<file path="src/rtc_pkg.sv">
// Constants shared by the transmitter channel and ready control block.
// Assumes a 200 MHz system clock and a classic Wishbone register bus.
package rtc_pkg;
  localparam int CLK_MHZ = 200;
  localparam int TURN_ON_TIME_US = 10000;
  localparam int CHANNEL_CHANGE_TIME_US = 1500;
  localparam int TURN_ON_CYCLES = TURN_ON_TIME_US * CLK_MHZ;
  localparam int CHANNEL_CHANGE_CYCLES = CHANNEL_CHANGE_TIME_US * CLK_MHZ;
  localparam int LOCK_CYCLES_DEFAULT = 200;
  // Low 16 bits of the carrier in kHz; only their difference is used, so the wrap is harmless.
  localparam logic [15:0] FREQ_BASE_KHZ = 16'hC8CA;
  localparam logic [15:0] SER_BASE_KHZ = 16'hC5DC;
  localparam logic [6:0] SER_DEFAULT_CH = 7'h32;
  localparam logic [6:0] SER_MAX_CH = 7'h64;
  localparam logic [15:0] SER_STEP_KHZ = 16'h00FA;
  // Parallel channel offsets in kHz above the lowest carrier, indexed by the channel code.
  localparam logic [7:0][15:0] PAR_OFF_KHZ = {16'h4650, 16'h4074, 16'h2EE0, 16'h2328,
                                              16'h1770, 16'h1194, 16'h0BB8, 16'h0000};
  // Cycles kept free for the pin synchroniser and the load cycle inside the change budget.
  localparam int LOCK_MARGIN_CYCLES = 8;
  localparam logic [3:0] ADDR_CTRL = 4'h0;
  localparam logic [3:0] ADDR_STATUS = 4'h4;
  localparam logic [3:0] ADDR_FREQ = 4'h8;
  localparam logic [3:0] ADDR_LOCK = 4'hC;
  localparam int CTRL_SER_CH_LSB = 0;
  localparam int CTRL_FORCE_RELOCK = 8;
  localparam logic [31:0] LOCK_RESET = 32'h000000C8;
  typedef enum logic [1:0] {RTC_OFF, RTC_LOAD, RTC_LOCK, RTC_READY} rtc_state_t;
endpackage

</file>
<file path="src/rtc_tx_ctrl.sv">
// Channel decode, synthesizer load sequencing, ready output and data path.
// Assumes pin inputs are asynchronous and a classic Wishbone master.
// Notes on behaviour
// - From reset, ready rises within the turn-on time.
// - A new valid channel is locked and ready within the channel change time.
// - Channel select pins read 0 at ground, 1 at supply.
// - Parallel code 0..7 maps to 903.37 through 921.37 MHz.
// - The block loads the synthesizer itself; no external sequence.
// - Data passes through unchanged, without framing or rate limits.
// - Any data rate from 100 bps to 56 kbps is accepted.
// - Power-down low halts all function; high means active. The Wishbone port still answers and takes writes in power-down.
// - Ready rises only after lock on the selected channel; a change during the lock wait still gives one ready cycle on the old channel.
// - Start-up sequence runs at reset and on power-down release.
// - Mode select high means serial channel selection is used.
//
// Implementation choices: the address map and the Wishbone slave port.
`timescale 1ns/1ps
module rtc_tx_ctrl #(
  parameter int TURN_ON_CYCLES = rtc_pkg::TURN_ON_CYCLES,
  parameter int CHANNEL_CHANGE_CYCLES = rtc_pkg::CHANNEL_CHANGE_CYCLES
) (
  // Clock and reset
  input wire logic clock,
  input wire logic rst,
  // Control pins
  input wire logic power_down_n,
  input wire logic mode_sel,
  input wire logic chan_sel_0,
  input wire logic chan_sel_1,
  input wire logic chan_sel_2,
  input wire logic data_in,
  // Outputs toward radio and host, and the host's data ready input
  output logic ready_to_send,
  output logic data_out,
  output logic data_valid,
  input wire logic data_ready,
  output logic [15:0] synth_freq_khz_off,
  output logic synth_load,
  // Wishbone slave
  input wire logic wb_cyc_i,
  input wire logic wb_stb_i,
  input wire logic wb_we_i,
  input wire logic [3:0] wb_adr_i,
  input wire logic [3:0] wb_sel_i,
  input wire logic [31:0] wb_dat_i,
  output logic [31:0] wb_dat_o,
  output logic wb_ack_o
);
  // Two-flop synchronisers for every pin input.
  logic [5:0] pin_s1_q;
  logic [5:0] pin_s2_q;
  wire logic [5:0] pin_raw = {data_in, chan_sel_2, chan_sel_1, chan_sel_0, mode_sel, power_down_n};
  always_ff @(posedge clock) begin
    if (rst) begin
      pin_s1_q <= 6'h01;
      pin_s2_q <= 6'h01;
    end else begin
      pin_s1_q <= pin_raw;
      pin_s2_q <= pin_s1_q;
    end
  end
  wire logic pdn_n_s = pin_s2_q[0];
  wire logic serial_mode = pin_s2_q[1];
  wire logic [2:0] par_code = pin_s2_q[4:2];
  wire logic data_s = pin_s2_q[5];

  // Registers.
  logic [6:0] ser_ch_q;
  logic relock_req_q;
  logic [31:0] lock_cycles_q;
  logic [31:0] cnt_q;
  logic [31:0] budget_q;
  logic [6:0] cur_ch_q;
  logic late_q;
  rtc_pkg::rtc_state_t state_q;
  rtc_pkg::rtc_state_t state_d;

  // Channel selection: the parallel channels are not evenly spaced, so they come from a table.
  wire logic [15:0] par_off = rtc_pkg::PAR_OFF_KHZ[par_code];
  wire logic [15:0] ser_off = 16'(ser_ch_q) * rtc_pkg::SER_STEP_KHZ;
  wire logic [6:0] sel_ch = serial_mode ? ser_ch_q : {4'h0, par_code};
  wire logic [15:0] want_off = serial_mode ? (16'(rtc_pkg::SER_BASE_KHZ - rtc_pkg::FREQ_BASE_KHZ) + ser_off)
                                           : par_off;
  wire logic ch_changed = (sel_ch != cur_ch_q) || relock_req_q;
  wire logic locked = (cnt_q >= lock_cycles_q);
  localparam logic [31:0] LOCK_CAP = 32'(CHANNEL_CHANGE_CYCLES - rtc_pkg::LOCK_MARGIN_CYCLES);

  // Wishbone decode.
  wire logic wb_req = wb_cyc_i && wb_stb_i && !wb_ack_o;
  wire logic wb_wr = wb_req && wb_we_i && wb_sel_i[0];
  wire logic hit_ctrl = wb_adr_i == rtc_pkg::ADDR_CTRL;
  wire logic hit_stat = wb_adr_i == rtc_pkg::ADDR_STATUS;
  wire logic hit_freq = wb_adr_i == rtc_pkg::ADDR_FREQ;
  wire logic hit_lock = wb_adr_i == rtc_pkg::ADDR_LOCK;
  wire logic [31:0] rd_mux = hit_ctrl ? {23'h0, relock_req_q, 1'h0, ser_ch_q} :
                             hit_stat ? {24'h0, late_q, serial_mode, state_q, 1'h0, ready_to_send, pdn_n_s, 1'h0} :
                             hit_freq ? {16'h0, synth_freq_khz_off} :
                             hit_lock ? lock_cycles_q : 32'h00000000;

  // Start-up and relock sequencer.
  always_comb begin
    state_d = state_q;
    case (state_q)
      rtc_pkg::RTC_OFF: if (pdn_n_s) state_d = rtc_pkg::RTC_LOAD;
      rtc_pkg::RTC_LOAD: state_d = rtc_pkg::RTC_LOCK;
      rtc_pkg::RTC_LOCK: if (locked) state_d = rtc_pkg::RTC_READY;
      rtc_pkg::RTC_READY: if (ch_changed) state_d = rtc_pkg::RTC_LOAD;
      default: state_d = rtc_pkg::RTC_OFF;
    endcase
    if (!pdn_n_s) state_d = rtc_pkg::RTC_OFF;
  end

  always_ff @(posedge clock) begin
    if (rst) begin
      state_q <= rtc_pkg::RTC_OFF;
      cnt_q <= 32'h00000000;
      budget_q <= 32'h00000000;
      cur_ch_q <= 7'h00;
      synth_freq_khz_off <= 16'h0000;
      synth_load <= 1'b0;
      ready_to_send <= 1'b0;
      late_q <= 1'b0;
    end else begin
      state_q <= state_d;
      synth_load <= state_d == rtc_pkg::RTC_LOAD;
      ready_to_send <= state_d == rtc_pkg::RTC_READY;
      if (state_d == rtc_pkg::RTC_LOAD) begin
        synth_freq_khz_off <= want_off;
        cur_ch_q <= sel_ch;
        cnt_q <= 32'h00000000;
        // The first load after power-up gets the longer budget.
        budget_q <= (state_q == rtc_pkg::RTC_OFF) ? 32'(TURN_ON_CYCLES) : 32'(CHANNEL_CHANGE_CYCLES);
      end else if (state_q == rtc_pkg::RTC_LOCK) begin
        cnt_q <= cnt_q + 32'h00000001;
        if (cnt_q >= budget_q) late_q <= 1'b1;
      end
    end
  end

  // Register writes; a relock request clears itself once the load starts.
  always_ff @(posedge clock) begin
    if (rst) begin
      ser_ch_q <= rtc_pkg::SER_DEFAULT_CH;
      relock_req_q <= 1'b0;
      lock_cycles_q <= rtc_pkg::LOCK_RESET;
      wb_ack_o <= 1'b0;
      wb_dat_o <= 32'h00000000;
    end else begin
      wb_ack_o <= wb_req;
      if (wb_req) wb_dat_o <= rd_mux;
      if (wb_wr && hit_ctrl) begin
        ser_ch_q <= (wb_dat_i[6:0] > rtc_pkg::SER_MAX_CH) ? 7'h00 : wb_dat_i[6:0];
        relock_req_q <= wb_dat_i[rtc_pkg::CTRL_FORCE_RELOCK];
      end else if (state_d == rtc_pkg::RTC_LOAD) begin
        relock_req_q <= 1'b0;
      end
      // Lock time saturates a margin below the change budget, so synchroniser and load still fit.
      if (wb_wr && hit_lock) begin
        lock_cycles_q <= (wb_dat_i > LOCK_CAP) ? LOCK_CAP : wb_dat_i;
      end
    end
  end

  // Two-entry skid buffer: the head register drives the outputs and holds while the receiver
  // stalls, and the second entry catches the sample taken in the stall cycle. The pin cannot
  // be held off, so samples that arrive while both entries are full are dropped.
  logic skid_q;
  logic skid_vld_q;
  wire logic push = pdn_n_s;
  wire logic head_free = !data_valid || data_ready;
  wire logic skid_take = push && !head_free && !skid_vld_q;
  always_ff @(posedge clock) begin
    if (rst) begin
      skid_q <= 1'b0;
      skid_vld_q <= 1'b0;
      data_valid <= 1'b0;
      data_out <= 1'b0;
    end else begin
      if (head_free) begin
        data_valid <= skid_vld_q || push;
        data_out <= skid_vld_q ? skid_q : data_s;
        skid_q <= data_s;
        skid_vld_q <= skid_vld_q && push;
      end else if (skid_take) begin
        skid_q <= data_s;
        skid_vld_q <= 1'b1;
      end
    end
  end
endmodule

</file>
<file path="config.mk">
export PLATFORM = sky130hd
export DESIGN_NAME = rtc_tx_ctrl
export DESIGN_NICKNAME = d
export VERILOG_FILES = /design/src/rtc_pkg.sv /design/src/rtc_tx_ctrl.sv
export SDC_FILE = /design/constraint.sdc
export NUM_CORES = 1
export LEC_CHECK = 0
export BUFFER_PORTS_ARGS = -buffer_cell sky130_fd_sc_hd__buf_2
export CELL_PAD_IN_SITES_DETAIL_PLACEMENT = 2
export CELL_PAD_IN_SITES_GLOBAL_PLACEMENT = 2
export CORE_MARGIN = 10
export CORE_UTILIZATION = 33
export CTS_CLUSTER_DIAMETER = 80
export DETAILED_ROUTE_END_ITERATION = 10
export GPL_TIMING_DRIVEN = 0
export PLACE_DENSITY_LB_ADDON = 0.1
export RECOVER_POWER = 100
export SYNTH_ARGS = -nofsm -noshare
export SYNTH_HDL_FRONTEND = slang
export SYNTH_SLANG_ARGS = --single-unit
</file>
<file path="constraint.sdc">
create_clock -name clock -period 4 [get_ports clock]
set_input_delay 0.8 -clock clock [delete_from_list [all_inputs] [get_ports clock]]
set_output_delay 0.8 -clock clock [all_outputs]
set_load 0.01 [all_outputs]
</file>
==> metrics.json <==
{
  "total_of_warnings_raised_by_yosys": 0,
  "routed-via-count": 7652,
  "critPathRequiredTime_ns": 4.29,
  "rsz0062_at_grt": "true",
  "number_of_max_slew_violations_in_the_final_report": 0,
  "placeableCoreArea_mm2": 0.0262,
  "crit_path_start": "ser_ch_q[3]",
  "ys.flop_type": "dfxtp_1",
  "m2_gr_usage": 0.301,
  "gr-max-usage-layer": "met2",
  "status": "complete, but fails checks",
  "synth.top_cell.area_share": 0.372,
  "globalplace.congestion": 0.778,
  "layout-drive-gt1-share": 0.139,
  "violations": "setup timing",
  "count_of_unique_library_cells_instantiated_by_yosys": 68,
  "relSlewSlack": 0.304,
  "p_leak_nw": 4.29,
  "initial_antenna_violation_count": 0,
  "tritoncts_num_sinks": 164,
  "tritoncts": "built",
  "period_share": 1.10,
  "number_of_setup_violations_in_the_final_report": 7,
  "ir_drop_mv": 0.218,
  "post-route-min-period_ns": 4.40,
  "diodes": 0,
  "yosysSeqAreaShare": 0.372,
  "grt.total_usage": 0.186,
  "post-place-ws_ns": -0.715,
  "boundary_pin_count": 105,
  "syn2layout_area_growth_pct": 20.3,
  "drc": 0,
  "critical_path.max_fanout": 5,
  "hpwlAfterDp_um": 24100,
  "synth_async_sr_flop_share": 0,
  "cts_inserted_buffers": 17,
  "post-route-worst-setup-slack_ns": -0.400,
  "hold_violations": 0,
  "p_per_area_mw_per_mm2": 380,
  "most-common-layout-cells": "157 x dfxtp_1, 113 x nor2_1, 94 x clkbuf_1, 83 x ha_1, 77 x inv_1",
  "grt_start_max_net_pins": 20,
  "worst_setup_path_end_kind": "flop",
  "met1_usage": 0.257,
  "floorplan.die.width_um": 184,
  "hold_path_startpoint": "pin_s1_q[0]",
  "timing.rr.start": "ser_ch_q[3]",
  "synth.net_count": 1146,
  "rows": 59,
  "clock_path_buffers": 2,
  "netlist_area_mm2": 0.00883,
  "min-delay-path-class": "reg -> reg",
  "vias_per_cell": 5.21,
  "drt-total-wl_um": 31600,
  "port-buffer-count": 100,
  "synth_top_cells_by_area": "dfxtp_1 37%, ha_1 12%, nor2_1 4.8%",
  "timing.critical_path.arrival_ns": 4.69,
  "htree_levels": 4,
  "met3_usage": 0.0283,
  "synth_cells": 989,
  "placed_cell_count": 1424,
  "wl_per_cell_um": 21.5,
  "drt_first_pass_iters": 5,
  "first_global_vias": 8254,
  "final_nets": 1277,
  "mostFrequentLayoutCell": "dfxtp_1",
  "crit_type": "reg -> reg",
  "synth.ff_latch_count": 164,
  "final_cell_count_no_fill": 1468,
  "skew_ns": 0.0177,
  "max_freq_ghz": 0.227,
  "grt_first_pass_wirelength_um": 48800,
  "synth_top_cell_by_area": "dfxtp_1",
  "synth_edf_count": 0,
  "detailedRoute.firstIterationViolations": 393,
  "clk_pin_slew_worst_paths_ns": 0.07,
  "max_cap_violations": 0,
  "drtAntennaViolNets": 0,
  "measured_slew_at_the_worst_slew_check_pin_ns": 1.04,
  "grt_overflow_total": 0,
  "cts_root_buf": "clkbuf_16",
  "synth_area_per_cell_um2": 8.93,
  "clock_insertion_delay_worst_skew_ns": 0.44,
  "initial_core_util": 0.337,
  "critical_path_startpoint_category": "flop",
  "die-area_mm2": 0.0337,
  "die-height_um": 184,
  "cts.hold.buffers_added": 0
}
[per-layer routing]
metal | share of wire | vias to the layer above
met5 | 0 | -
li1 | - | 3692
met4 | 0.0078 | 0
met1 | 0.50 | 3822
met2 | 0.46 | 121
met3 | 0.035 | 17
[stage by stage]
step           hold slack, ns  instance area, um2  total power, mW  setup TNS [ns]  utilization
2_1_floorplan           0.389                8870             2.14         -0.0252            -
5_1_grt                 0.463               10600             4.22           -3.39        0.405
3_5_place_dp            0.417                9790             2.40           -4.34        0.373
3_3_place_gp            0.394                9790             2.39           -3.61        0.373
4_1_cts                 0.441               10600             4.09           -2.49        0.403
6_report                0.437               10600             4.03           -2.12        0.405
[kinds of logic after synthesis]
family,synth area share
AO/OA/AOI/OAI,0.157
XOR/XNOR,0.0506
adder cells (fa/ha/maj),0.164
buffers and inverters,0.0578
flip-flops,0.372
multiplexers,0.0208
other,0.000425
AND/OR/NAND/NOR,0.177
[Yosys cell counts, drive strengths merged (5+ instances only)]
cell / instances
dfxtp: 164
nor3b: 5
nand2b: 8
nand4: 17
or3: 7
nand2: 62
nor4: 7
o21a: 8
inv: 82
a22o: 10
o21ai: 41
or2: 8
xor2: 28
a21o: 15
a22oi: 23
a21oi: 38
xnor2: 23
fa: 18
buf: 12
a221oi: 13
nor2: 132
nor2b: 18
and3: 7
ha: 87
a211o: 5
nor3: 25
clkbuf: 31
nand3: 16
o22ai: 5
mux2i: 18
a211oi: 8
[sequential cells by signal (all words and copies together) (netlist names), 7 cells and up]
| name | cells |
|---|---|
| wb_dat_o | 32 |
| ser_ch_q | 7 |
| cnt_q | 32 |
| par_off | 13 |
| cur_ch_q | 7 |
| synth_freq_khz_off | 15 |
| lock_cycles_q | 32 |
[timing repair]
item / CTS / global route
gates resized for setup: 14 / 30
buffers inserted: 12 / 0
pin swaps: 5 / 11
endpoints found under the hold margin: 0 / 0
endpoints found under the setup margin: 8 / 9
[where the power goes]
| part | internal, mW | total, mW | switching, mW |
|---|---|---|---|
| sequential | 1.69 | 1.75 | 0.0590 |
| clock | 0.849 | 1.68 | 0.828 |
| combinational | 0.204 | 0.603 | 0.398 |
[path summary, 6_finish.rpt]
| kind | depth (start not counted) | slack (ns) | end |
|---|---|---|---|
| max | 16 | -0.40 | synth_freq_khz_off[14] |
| min | 1 | 0.44 | pin_s2_q[0] |
| max reg2reg | 16 | -0.40 | synth_freq_khz_off[14] |
| min reg2reg | 1 | 0.44 | pin_s2_q[0] |
[cell type report]
class,instances,area [um2]
multi-input cells,700,5280
clock buffers,17,425
fillers,2931,15600
inverters,82,308
repair buffers,112,532
plain buffers,43,168
clock inverters,15,180
flip-flops and latches,164,3310
well taps,335,419
[worst max-delay path, cell delays in order (launching register included)]
cell	delay (ns)
dfxtp_4	0.38
buf_12	0.13
ha_1	0.28
ha_1	0.28
inv_1	0.05
fa_1	0.50
inv_1	0.06
fa_1	0.56
ha_4	0.23
a21o_1	0.21
o21a_2	0.27
o311a_4	0.42
nor3_4	0.12
a31oi_2	0.08
nor4_4	0.37
xor2_2	0.23
o22ai_1	0.09
(Power assumes the default switching activity.)
